<file path="config.mk">
export PLATFORM = sky130hd
export DESIGN_NAME = sdl_top
export DESIGN_NICKNAME = d
export VERILOG_FILES = /design/src/design/sdl_pkg.sv /design/src/design/sdl_top.sv /design/src/design/sdl_shift_rx.sv
export SDC_FILE = /design/constraint.sdc
export NUM_CORES = 1
export LEC_CHECK = 0
export BUFFER_PORTS_ARGS = -buffer_cell sky130_fd_sc_hd__buf_4
export CORE_AREA = 2 2 277 224
export DETAILED_ROUTE_END_ITERATION = 8
export DIE_AREA = 0 0 279 226
export PLACE_DENSITY_LB_ADDON = 0.2
export SYNTH_ARGS = -nofsm -noshare
export SYNTH_HDL_FRONTEND = slang
export SYNTH_SLANG_ARGS = --single-unit
</file>
<file path="constraint.sdc">
create_clock -name ref_clk_i -period 9.4 [get_ports ref_clk_i]
set_input_delay 1.88 -clock ref_clk_i [delete_from_list [all_inputs] [get_ports ref_clk_i]]
set_output_delay 1.88 -clock ref_clk_i [all_outputs]
set_load 0.01 [all_outputs]
</file>
<file path="src/design/sdl_pkg.sv">
// Purpose: Constants shared by the serial DAC load interface
// Assumes: 20 MHz reference clock, host-driven serial clock sampled as data
// Notes:   Word layout: top bits select register and channel, rest is payload
package sdl_pkg;
	// ----------------------------------------
	// Word format
	// ----------------------------------------
	localparam int WORD_BITS    = 16;
	localparam int SEL_MSB      = 15;
	localparam int SEL_LSB      = 13;
	localparam int CHAN_MSB     = 12;
	localparam int CHAN_LSB     = 10;
	localparam int PAY_MSB      = 9;
	localparam int CNT_W        = 5;
	localparam logic [CNT_W-1:0] CNT_FULL = 5'h10;
	// ----------------------------------------
	// Register selects
	// ----------------------------------------
	localparam logic [2:0] SEL_SYS  = 3'h0;
	localparam logic [2:0] SEL_MAIN = 3'h1;
	localparam logic [2:0] SEL_CHAN = 3'h2;
	localparam logic [2:0] SEL_SUB  = 3'h5;
	// ----------------------------------------
	// Reset values
	// ----------------------------------------
	localparam logic [9:0] DATA_RST = 10'h000;
	localparam logic [9:0] CTRL_RST = 10'h000;
	localparam logic [9:0] SUB_RST  = 10'h000;
endpackage

</file>
<file path="src/design/sdl_top.sv">
// Purpose: Serial load port of a multi-channel DAC with double-buffered latches
// Assumes: Host supplies serial clock, data, frame sync and load strobe
// Notes:   Output latches exposed as flat buses; channel count is a parameter
`timescale 1ns/100ps
module sdl_top
	import sdl_pkg::*;
#(
	parameter int CHANNELS = 8
)(
	input  wire logic                  ref_clk_i,
	input  wire logic                  rst_i,
	input  wire logic                  serial_clock_in_i,
	input  wire logic                  serial_data_in_i,
	input  wire logic                  frame_sync_n_i,
	input  wire logic                  load_outputs_n_i,
	input  wire logic                  clear_outputs_n_i,
	output logic [CHANNELS*10-1:0]     dac_main_o,
	output logic [CHANNELS*10-1:0]     dac_sub_o,
	output logic [CHANNELS*10-1:0]     chan_ctrl_o,
	output logic [9:0]                 sys_ctrl_o
);
	// ----------------------------------------
	// Receiver
	// ----------------------------------------
	logic                 word_vld;
	logic [WORD_BITS-1:0] word;
	logic [2:0]           sel;
	logic [2:0]           chan;
	logic [9:0]           pay;

	sdl_shift_rx u_rx (
		.ref_clk_i         (ref_clk_i),
		.rst_i             (rst_i),
		.serial_clock_in_i (serial_clock_in_i),
		.serial_data_in_i  (serial_data_in_i),
		.frame_sync_n_i    (frame_sync_n_i),
		.word_vld_o        (word_vld),
		.word_o            (word)
	);

	// ----------------------------------------
	// Helpers
	// ----------------------------------------
	// Sub data is eight bits wide; the two upper bits of its lane stay zero
	function automatic logic [9:0] sub_lane(input logic [9:0] p);
		return {2'h0, p[7:0]};
	endfunction

	// Channel numbers beyond the configured count address nothing
	function automatic logic chan_in_range(input logic [2:0] c);
		return 32'(c) < CHANNELS;
	endfunction

	// Lowest bit of a channel's ten-bit lane in the flat buses
	function automatic int lane_lsb(input int c);
		return c * 10;
	endfunction

	// ----------------------------------------
	// Word fields
	// ----------------------------------------
	assign sel  = word[SEL_MSB:SEL_LSB];
	assign chan = word[CHAN_MSB:CHAN_LSB];
	assign pay  = word[PAY_MSB:0];

	// ----------------------------------------
	// Strobe synchronisers
	// ----------------------------------------
	logic [1:0] ld_s_r;
	logic [1:0] clr_s_r;
	logic       ld_d_r;
	logic       ld_fall;
	logic       ld_held;
	logic       clr_now;

	// Idle level is high, so these reset values make no false load edge
	always_ff @(posedge ref_clk_i) begin
		if (rst_i) begin
			ld_s_r  <= 2'h3;
			clr_s_r <= 2'h3;
			ld_d_r  <= 1'b1;
		end else begin
			ld_s_r  <= {ld_s_r[0], load_outputs_n_i};
			clr_s_r <= {clr_s_r[0], clear_outputs_n_i};
			ld_d_r  <= ld_s_r[1];
		end
	end

	// Only the falling edge copies; a held-low strobe is handled per word
	assign ld_fall = ld_d_r & ~ld_s_r[1];
	assign ld_held = ~ld_s_r[1];
	// Clear is a level: every latch stays at its reset value while low
	assign clr_now = rst_i | ~clr_s_r[1];

	// ----------------------------------------
	// Word decode
	// ----------------------------------------
	logic wr_sys;
	logic wr_chan;
	logic wr_main;
	logic wr_sub;

	always_comb begin
		wr_sys  = 1'b0;
		wr_chan = 1'b0;
		wr_main = 1'b0;
		wr_sub  = 1'b0;
		// Only a complete word is acted on; unknown selects are dropped
		if (word_vld && chan_in_range(chan)) begin
			case (sel)
				SEL_SYS: begin
					wr_sys = 1'b1;
				end
				SEL_CHAN: begin
					wr_chan = 1'b1;
				end
				SEL_MAIN: begin
					wr_main = 1'b1;
				end
				SEL_SUB: begin
					wr_sub = 1'b1;
				end
				default: begin
					wr_sys = 1'b0;
				end
			endcase
		end
	end

	// ----------------------------------------
	// Control registers
	// ----------------------------------------
	// Control words take effect at once; they are not double buffered
	always_ff @(posedge ref_clk_i) begin
		if (clr_now) begin
			sys_ctrl_o <= CTRL_RST;
		end else if (wr_sys) begin
			sys_ctrl_o <= pay;
		end
	end

	always_ff @(posedge ref_clk_i) begin
		if (clr_now) begin
			chan_ctrl_o <= {CHANNELS{CTRL_RST}};
		end else if (wr_chan) begin
			chan_ctrl_o[lane_lsb(int'(chan)) +: 10] <= pay;
		end
	end

	// ----------------------------------------
	// Input latches
	// ----------------------------------------
	logic [9:0] in_main_r [CHANNELS];
	logic [9:0] in_sub_r  [CHANNELS];

	always_ff @(posedge ref_clk_i) begin
		if (clr_now) begin
			for (int i = 0; i < CHANNELS; i++) begin
				in_main_r[i] <= DATA_RST;
			end
		end else if (wr_main) begin
			in_main_r[chan] <= pay;
		end
	end

	always_ff @(posedge ref_clk_i) begin
		if (clr_now) begin
			for (int i = 0; i < CHANNELS; i++) begin
				in_sub_r[i] <= SUB_RST;
			end
		end else if (wr_sub) begin
			in_sub_r[chan] <= sub_lane(pay);
		end
	end

	// ----------------------------------------
	// Output latches
	// ----------------------------------------
	// A load edge copies every channel: cheaper than tracking pending ones,
	// and unwritten channels already match their outputs.
	// A word landing in the same cycle as the edge wins for its channel.
	always_ff @(posedge ref_clk_i) begin
		if (clr_now) begin
			dac_main_o <= {CHANNELS{DATA_RST}};
		end else begin
			if (ld_fall) begin
				for (int i = 0; i < CHANNELS; i++) begin
					dac_main_o[lane_lsb(i) +: 10] <= in_main_r[i];
				end
			end
			if (wr_main && ld_held) begin
				dac_main_o[lane_lsb(int'(chan)) +: 10] <= pay;
			end
		end
	end

	always_ff @(posedge ref_clk_i) begin
		if (clr_now) begin
			dac_sub_o <= {CHANNELS{SUB_RST}};
		end else begin
			if (ld_fall) begin
				for (int i = 0; i < CHANNELS; i++) begin
					dac_sub_o[lane_lsb(i) +: 10] <= in_sub_r[i];
				end
			end
			if (wr_sub && ld_held) begin
				dac_sub_o[lane_lsb(int'(chan)) +: 10] <= sub_lane(pay);
			end
		end
	end
endmodule

</file>
<file path="src/design/sdl_shift_rx.sv">
// Purpose: Serial receiver: synchronise pins, shift a 16-bit word MSB first
// Assumes: Serial clock well below half the reference clock rate
// Notes:   Emits a one-cycle word strobe only when all sixteen bits arrived
`timescale 1ns/100ps
module sdl_shift_rx
	import sdl_pkg::*;
(
	input  wire logic                 ref_clk_i,
	input  wire logic                 rst_i,
	input  wire logic                 serial_clock_in_i,
	input  wire logic                 serial_data_in_i,
	input  wire logic                 frame_sync_n_i,
	output logic                      word_vld_o,
	output logic [WORD_BITS-1:0]      word_o
);
	// ----------------------------------------
	// Synchronisers
	// ----------------------------------------
	logic [1:0]           sck_s_r;
	logic [1:0]           sdi_s_r;
	logic [1:0]           fs_s_r;
	logic                 sck_d_r;
	logic [WORD_BITS-1:0] shift_r;
	logic [CNT_W-1:0]     cnt_r;
	logic                 fall;

	always_ff @(posedge ref_clk_i) begin
		if (rst_i) begin
			sck_s_r <= 2'h0;
			sdi_s_r <= 2'h0;
			fs_s_r  <= 2'h3;
			sck_d_r <= 1'b0;
		end else begin
			sck_s_r <= {sck_s_r[0], serial_clock_in_i};
			sdi_s_r <= {sdi_s_r[0], serial_data_in_i};
			fs_s_r  <= {fs_s_r[0], frame_sync_n_i};
			sck_d_r <= sck_s_r[1];
		end
	end

	assign fall = sck_d_r & ~sck_s_r[1];

	// ----------------------------------------
	// Shift and count
	// ----------------------------------------
	always_ff @(posedge ref_clk_i) begin
		word_vld_o <= 1'b0;
		if (rst_i) begin
			shift_r <= '0;
			cnt_r   <= '0;
			word_o  <= '0;
		end else if (fs_s_r[1]) begin
			// Frame idle: traffic for other devices is ignored
			cnt_r <= '0;
		end else if (fall && cnt_r != CNT_FULL) begin
			shift_r <= {shift_r[WORD_BITS-2:0], sdi_s_r[1]};
			cnt_r   <= cnt_r + 5'h01;
			if (cnt_r == CNT_FULL - 5'h01) begin
				// Extra edges past sixteen are dropped until the frame ends
				word_vld_o <= 1'b1;
				word_o     <= {shift_r[WORD_BITS-2:0], sdi_s_r[1]};
			end
		end
	end
endmodule

</file>
## Word-level counts from Yosys, hierarchy flattened

Memory sizes are Yosys's and may differ from the RTL's.
Index checks and enable logic that the tools add are counted.

- Bits in registers: 299
- Memory bits (writable): 144
- Output and inout bits: 250
- Memories kept: 2

Memory list:

| name | words | width | rd ports | clocked after memory_dff | wr ports | RTL line | text |
|---|---|---|---|---|---|---|---|
| in_main_r | 8 | 10 | 8 | 0 | 8 | sdl_top.sv:153 | `logic [9:0] in_main_r [CHANNELS];` |
| in_sub_r | 8 | 8 | 8 | 0 | 8 | sdl_top.sv:154 | `logic [9:0] in_sub_r [CHANNELS];` |

- Add/subtract/negate cells: 2
- $mul: 1
- Eq/ne operators: 5
- Shift operators: 3
- Mux-type cells: 32
- Bitwise gates (word level): 8
- Reductions and logical operators: 10

Operators with widths:

| cell | number |
|---|---|
| 80-bit 2-to-1 mux | 6 |
| 80-bit bitwise mux | 3 |
| 10-bit by 33-bit variable part select with 80-bit output | 2 |
| 10-bit by 33-bit variable shift with 80-bit output (first input constant) | 1 |
| 7-bit negation with 33-bit output | 1 |
| 1-bit 2-to-1 mux | 19 |
| 10-bit 2-to-1 mux | 1 |
| 10-bit OR reduction | 1 |
| 8-bit 2-to-1 mux | 1 |
| 8-bit OR reduction | 1 |
| 3-bit by 3-bit multiplier with 6-bit output (second input constant) | 1 |
| 3-bit 2-to-1 mux | 2 |
| 5-bit by 1-bit adder with 5-bit output (second input constant) | 1 |
| 5-bit by 4-bit == test with 1-bit output (second input constant) | 1 |
| 5-bit inequality test (second input constant) | 1 |
| 1-bit inverter | 5 |
| 3-bit by 1-bit == test with 1-bit output (second input constant) | 1 |
| 3-bit by 2-bit == test with 1-bit output (second input constant) | 1 |
| 3-bit == test (second input constant) | 1 |
| 1-bit logical AND | 3 |
| 3-bit logical NOT | 1 |
| 3-bit AND reduction | 1 |
| 3-bit OR reduction | 1 |
| 1-bit bitwise AND | 2 |
| 3 further kinds | 3 |

## Depth between registers and ports, before layout

Gate-level depths: netlist (run 1).

- Word-level depth: 8
- Depth in mapped cells: 16
- Mapped depth without buffers: 12

## By module

Synthesis (run 1) repeated with hierarchy kept, for this count alone.

- Cells, all modules: 2,292
- Area, all modules: 21,137.8 µm²

Modules (own cells, without submodules):

| module | instances | cells an instance | area each (µm²) | seq. area each (µm²) |
|---|---|---|---|---|
| sdl_top | 1 | 2,140 | 19,429.9 | 9,429.0 |
| sdl_shift_rx | 1 | 152 | 1,707.9 | 880.8 |

## Worst setup path after synthesis (run 1)

OpenSTA, ideal clock, no wires.

- Kind: input-to-reg
- From: input rst_i
- To: memory in_main_r[1][0], enable pin
- Setup time: 391 ps
- Arrival time: 3,540 ps
- Required time: 9,009 ps
- Path slack: 5,469 ps
- Stages on the path: 5
- Path buffers: 2
- Cell sequence: nand2b_1 clkbuf_1 or4_1 clkbuf_1 o21ai_0

RTL lines:

| what | RTL line | text |
|---|---|---|
| start: declaration | sdl_top.sv:11 | `input wire logic rst_i,` |
| end: declaration | sdl_top.sv:153 |  |

## Worst setup path after layout (run 1)

- From: register u_rx.word_o[10]
- To: register dac_main_o[9]

- Cells in the longest elaborated chain, start to end: 5

RTL lines:

| what | RTL line | text |
|---|---|---|
| start: declaration | sdl_shift_rx.sv:14 | `output logic [WORD_BITS-1:0] word_o` |
| start signal: assignment | sdl_shift_rx.sv:61 | `word_o <= {shift_r[WORD_BITS-2:0], sdi_s_r[1]};` |
| 3-bit by 3-bit multiplier with 6-bit output (*) | sdl_top.sv:56 | `return c * 10;` |
| 7-bit negation with 33-bit output (*) | sdl_top.sv:192 | `dac_main_o[lane_lsb(int'(chan)) +: 10] <= pay;` |
| 10-bit by 33-bit variable part select with 80-bit output / 10-bit by 33-bit variable shift with 80-bit output (equally long branches) | sdl_top.sv:192 |  |
| 80-bit bitwise mux (*) | sdl_top.sv:192 |  |
| 80-bit 2-to-1 mux (*) | sdl_top.sv:191 | `if (wr_main && ld_held) begin` |
| end signal: assignment | sdl_top.sv:184 | `dac_main_o <= {CHANNELS{DATA_RST}};` |
| end signal: indexed assignment | sdl_top.sv:188 | `dac_main_o[lane_lsb(i) +: 10] <= in_main_r[i];` |
| end signal: indexed assignment | sdl_top.sv:192 |  |
| end: declaration | sdl_top.sv:17 | `output logic [CHANNELS*10-1:0] dac_main_o,` |

Every way passes the cells marked *; elsewhere a longest branch is shown, timed or not.
A chain may end at the register's enable or synchronous reset.

==> flow_summary.toml, run 1 <==
[cells_and_area]
multi_input_area_sq_mm = 0.00999
seqCellArea_sq_mm = 0.0103
drive_gt1_frac = 0.205
syn_to_final_growth_pct = 21.4
final.fill_count = 5859
nNetsFinal = 2500

[clock_tree]
cts_setup_buffers = 0
clk_latency_ns = 0.63
path_clk_slew_ns = 0.06
cts_resized = 0
cts_tree = "yes"
clock_path_buffers = 3
cts-buffers-inserted = 49
cts.sinks = 443
hold_buffers = 0
root_buffer = "clkbuf_16"
cts_htree_levels = 2

[placement]
finalWeightedCongestion = 1.05
dp_hpwl_um = 68100
io_buffers = 256

[yosys]
yosysMostFrequentCell = "nand2_1"
synth_compound_gate_area_share = 0.142
synth_cells = 2289
synth_top_family_by_area = "simple AND/OR/NAND/NOR gates"
synthesis.area_sq_mm = 0.0209
synth-simple-area-share = 0.245
ys_warn_count = 0
yosys.area_share.adder = 0.00538
netlist.area_leader.share = 0.286
synth_ff_type = "dfxtp_1"
synth_common_cells = "nand2_1 (435), dfxtp_1 (299), and2_1 (180)"
synthMuxAreaShare = 0.0773
synth_edf_count = 144
ys_seq_area_frac = 0.493
synth_xor_area_frac = 0.00407
ys_ff_latch = 443
synth_top_area_cell = "dfxtp_1"
synth_nets = 2305
synthTopCellsByArea = "dfxtp_1 (29%), edfxtp_1 (21%), nand2_1 (7.8%)"
async_flop_share = 0
avgSynthCellArea_sq_um = 9.14
ys_types = 87

[floorplan]
ios = 257
core_area_sq_mm = 0.0605
die_x_um = 279
start_util = 0.346
die_area_sq_mm = 0.0631
die_y_um = 226
std_cell_rows = 81

[hold_path]
hp-class = "register to register"

[pwr]
pwr-share-clk = 0.485
p_per_area_mw_per_mm2 = 166
p_total_mw = 4.22
p_int_mw = 3.26
pwr-share-comb = 0.033
power.switching_uw = 961
p_sw_frac = 0.228
power_leakage_nw = 9.41
vdd_ir_drop_max_mv = 0.125
p_seq_frac = 0.482

[critical_path]
cp-start-kind = "register"
ff2ff_path_depth = 12
r2r_slack_ns = 4.01
cp.required_ns = 9.91
critPathLaunch = "u_rx.word_o[10]"
rr_startpoint = "u_rx.word_o[10]"
arrival_ns = 5.91
cp-endpoint = "dac_main_o[9]"
crit_fanout = 37
r2r_end = "dac_main_o[9]"
endpoint_kind = "register"
crit_type = "register to register"

[sta]
whs_ns = 0.410
rsz0062_at_grt = "no"
skew_ns = 0.0353
setup-tns-final_ns = 0
final-hold-violation-count = 0
post-route-period-util = 0.574
timing.fmax_mhz = 185
maxSlewViolCount = 0
max-slew-margin-rel = 0.0496
tightest_slew_ns = 1.43
setup_viol_count_final = 0
finalCriticalPeriod_ns = 5.39

[grt]
grt_pass1_wl_um = 135000
grt_usage = 0.299
grt_max_degree = 83
overflow = 0
grt_pass1_vias = 18300
antenna_found_initial = 4

[detailed_routing]
via_per_inst = 5.87
firstDrtPassIters = 5
drtIter0Drc = 2533
ant_nets = 0
vias = 19400
routedWlPerCell_um = 29.2
drc = 0
wl_um = 96800

[status]
status = "complete, no violations"

[flow_run]
drv_cap = 0
[state kept, by name (all words and copies together), names as in the netlist]
name,count
sys_ctrl_o,10
clr_s_r,2
u_rx.shift_r,15
u_rx.sck_s_r,2
dac_main_o,80
ld_s_r,2
dac_sub_o,80
u_rx.word_o,16
ld_d_r,1
in_sub_r,64
u_rx.sdi_s_r,2
u_rx.word_vld_o,1
u_rx.sck_d_r,1
chan_ctrl_o,80
in_main_r,80
u_rx.cnt_r,5
u_rx.fs_s_r,2
[power groups by stage]
stage / Sequential, mW / Combinational, mW / Clock [mW]
finish: 2.04 / 0.139 / 2.05
detailed placement: 2.08 / 0.138 / 0
global route: 2.04 / 0.149 / 2.14
CTS: 2.04 / 0.138 / 2.07
floorplan: 2.07 / 0.0756 / 0
global placement: 2.08 / 0.135 / 0
[stage by stage]
step	worst slack, ns	instance area, sq um	cells	util
floorplan	5.47	20900	2289	-
global placement	4.14	23700	3221	0.391
detailed placement	4.06	23700	3221	0.391
CTS	4.08	25400	3311	0.420
global route	3.73	25400	3311	0.420
finish	4.01	25400	3313	0.420
[worst max-delay path, stage by stage, from the launching register on]
cell and delay, ns:
dfxtp_1 0.31, buf_4 0.41, ha_1 0.24, ha_1 0.53, or4_1 0.69, nor2_1 0.15
ha_1 0.51, inv_1 0.60, nand4_4 0.34, nor2_4 0.45, a21boi_1 0.19, nor3_1 0.46
mux2_2 0.40
[metal layers]
layer / vias to the layer above / global-route usage / routed length, um / share of wire
li1: 8505 / - / - / -
met4: 0 / 0.114 / 3650 / 0.038
met1: 9702 / 0.435 / 43900 / 0.45
met2: 1042 / 0.438 / 40800 / 0.42
met5: - / 0 / 0 / 0
met3: 183 / 0.0570 / 8450 / 0.087
[layout by cell type, fill, tap and decap left out, types with 10 or more instances in the layout]
master     netlist  final
nor4_2          10     10
nor2b_1         13     11
mux2i_1        111    111
and3_1          26     26
mux2_2          45     45
nand4_1         24     24
o22ai_1         15     15
a32oi_1         11     11
a311oi_1        28     28
a21oi_1        146    146
or2_2           14     14
nand2_1        435    433
clkbuf_8         0     16
a211oi_1        46     45
and2_1         180    180
a21o_1          33     33
edfxtp_1       144    144
or3_1           17     17
o21ai_0         40     38
nand3b_1        10     10
inv_1           12     12
nor2_1         174    174
dfxtp_1        299    291
clkbuf_16        0     51
nor3_1          70     68
buf_4            0    310
o21a_1          16     16
nand3_1         44     44
[logic make-up after synthesis]
group	Yosys count
and+or+nand+nor	1059
DFF	443
AOI/OAI and AO/OA	435
buffers and inverters	179
muxes	156
adders and majority gates	9
xor gates and xnor gates	8
[layout make-up]
class / instances / area share
flip-flops and latches: 443 / 0.406
multi-input cells: 1667 / 0.393
repair buffers: 310 / 0.0916
clock buffers: 73 / 0.0598
well taps: 788 / 0.0388
clock inverters: 17 / 0.00774
inverters: 13 / 0.00192
diodes: 2 / 0.000197
[how the worst min path moves through the flow]
stage	slack (ns)	depth (start not counted)	from	end
global placement	0.40	1	u_rx.fs_s_r[0]	u_rx.fs_s_r[1]
CTS	0.41	1	u_rx.fs_s_r[0]	u_rx.fs_s_r[1]
floorplan	0.39	1	clr_s_r[0]	clr_s_r[1]
global route	0.43	1	u_rx.fs_s_r[0]	u_rx.fs_s_r[1]
finish	0.41	1	clr_s_r[0]	clr_s_r[1]
detailed placement	0.40	1	u_rx.fs_s_r[0]	u_rx.fs_s_r[1]
No activity file was read; power rests on OpenSTA's default activity.
==> run 2, diff against run 1 <==
==> constraint.sdc (replaced) <==
create_clock -name ref_clk_i -period 5.7 [get_ports ref_clk_i]
set_input_delay 1.14 -clock ref_clk_i [delete_from_list [all_inputs] [get_ports ref_clk_i]]
set_output_delay 1.14 -clock ref_clk_i [all_outputs]
set_load 0.01 [all_outputs]
==> run 2 against run 1 <==
  * Die area unchanged
  * Clock power increased by 48%
  * Clock skew is 0.014 ns lower
  * Sequential cell count unchanged
  * Setup slack got worse by 3.4 ns
  * Maximum frequency increased by 5.6%
  * Power up 57%
  * Count of clock-buffer cells in the layout is 3 higher
  * Largest power group is now sequential cells
  * Utilization grew 0.29 points
  * Sequential share of layout area shrank 0.27 points
  * Hold slack worse by 0.00069 ns
  * Combinational power rose by 65%
==> flow_summary.toml, run 2 (synthesis results as in run 1) <==
[detailed_routing]
met3_length_um = 8750
drc = 0
routedWlPerCell_um = 30.0
via_per_inst = 5.77
firstDrtPassIters = 5
route.met2.wl_um = 42700
ant_nets = 0
top_layer = "met5"
vias = 19400
wl_um = 101000
drtIter0Drc = 2168
met1_length_um = 46400

[grt]
grt_pass1_wl_um = 140000
antenna_found_initial = 9
overflow = 0
grt_max_degree = 129
grt_usage = 0.313
grt_pass1_vias = 18600

[critical_path]
arrival_ns = 5.63
critPathLaunch = "u_rx.word_o[10]"
critical_path.cell_chain = "inv_2 > ha_1 > nor2_1 > mux2i_1 > nand2_1 > or3_1 > or3b_1 > a21oi_1"
cp.required_ns = 6.22
r2r_slack_ns = 0.59
rr_startpoint = "u_rx.word_o[10]"
cp.buffers_inverters = 1
cp_top_family = "simple AND/OR/NAND/NOR gates"
crit_type = "register to register"
endpoint_kind = "register"
slowest_stage = "ha_1"
crit_fanout = 19
max_stage_delay_ns = 0.96
cp-start-kind = "register"

[clock_tree]
cts_resized = 0
cts.sinks = 443
clock_path_buffers = 3
root_buffer = "clkbuf_16"
cts-buffers-inserted = 47
cts_htree_levels = 2
clk_latency_ns = 0.60
cts_tree = "yes"
hold_buffers = 0
path_clk_slew_ns = 0.06
cts_setup_buffers = 0

[pwr]
pwr-share-comb = 0.035
p_per_area_mw_per_mm2 = 259
p_int_mw = 5.10
vdd_ir_drop_max_mv = 0.192
power.switching_mw = 1.53
power_leakage_nw = 9.52
p_sw_frac = 0.230
pwr-share-clk = 0.459
p_seq_frac = 0.506

[floorplan]
die_area_sq_mm = 0.0631
start_util = 0.346
std_cell_rows = 81
core_area_sq_mm = 0.0605
ios = 257
die_y_um = 226
die_x_um = 279

[sta]
tightest_slew_ns = 1.39
setup_viol_count_final = 0
timing.fmax_mhz = 196
final-hold-violation-count = 0
max-slew-margin-rel = 0.0739
whs_ns = 0.409
maxSlewViolCount = 0
rsz0062_at_grt = "no"
post-route-period-util = 0.896
finalCriticalPeriod_ns = 5.11
setup-tns-final_ns = 0
skew_ns = 0.0216

[placement]
io_buffers = 256
finalWeightedCongestion = 1.06
dp_hpwl_um = 73100

[cells_and_area]
layout_commonest_cell = "nand2_1"
syn_to_final_growth_pct = 22.2
layout_common_cells = "nand2_1 (434), buf_4 (359), dfxtp_1 (291)"
nNetsFinal = 2549
drive_gt1_frac = 0.215
final.fill_count = 5956

[flow_run]
drv_cap = 0

[hold_path]
hp-class = "register to register"
min_from = "u_rx.fs_s_r[0]"

[status]
status = "complete, no violations"
-- run 2: changes by cell type in the layout (fill, tap and decap cells not counted), sizes merged --
cell	before	now
buf	310	361
clkinv	13	6
inv	14	17
bufinv	3	1
clkbuf	73	76
diode	2	4
-- run 2: per-layer routing --
layer	vias to the layer above	track usage
li1	8591	-
met1	9749	0.460
met2	920	0.457
met3	155	0.0634
met4	2	0.0976
met5	-	0
-- run 2: cell type report --
type,instances,area (sq um),share of cell area
Sequential cell,443,10300,0.404
Multi-Input combinational cell,1667,9980,0.391
Tap cell,788,986,0.0386
Antenna cell,4,10.0,0.000392
Clock inverter,11,106,0.00416
Inverter,13,48.8,0.00191
Clock buffer,76,1380,0.0538
Timing Repair Buffer,361,2740,0.107
-- run 2: power groups by stage --
stage                     clock, mW  combinational, mW  sequential, mW
after floorplan                   0              0.125            3.42
after CTS                      3.09              0.230            3.36
after global placement            0              0.224            3.43
after detailed placement          0              0.230            3.43
after global routing           3.20              0.247            3.36
final                          3.04              0.229            3.36
-- run 2: per-stage QoR --
step / worst slack (ns) / area [sq um] / power (mW) / cells / util
floorplan: 2.13 / 20900 / 3.55 / 2289 / -
global placement: 0.909 / 24100 / 3.65 / 3272 / 0.398
detailed placement: 0.973 / 24100 / 3.66 / 3272 / 0.398
CTS: 0.939 / 25600 / 6.67 / 3359 / 0.422
global route: 0.692 / 25600 / 6.81 / 3359 / 0.422
finish: 0.590 / 25600 / 6.63 / 3363 / 0.423
-- run 2: final timing paths --
kind | end | cells past startpoint
worst max-delay path | dac_sub_o[47] | 8
worst min-delay path | u_rx.fs_s_r[1] | 1
worst max register to register | dac_sub_o[47] | 8
worst min register to register | u_rx.fs_s_r[1] | 1
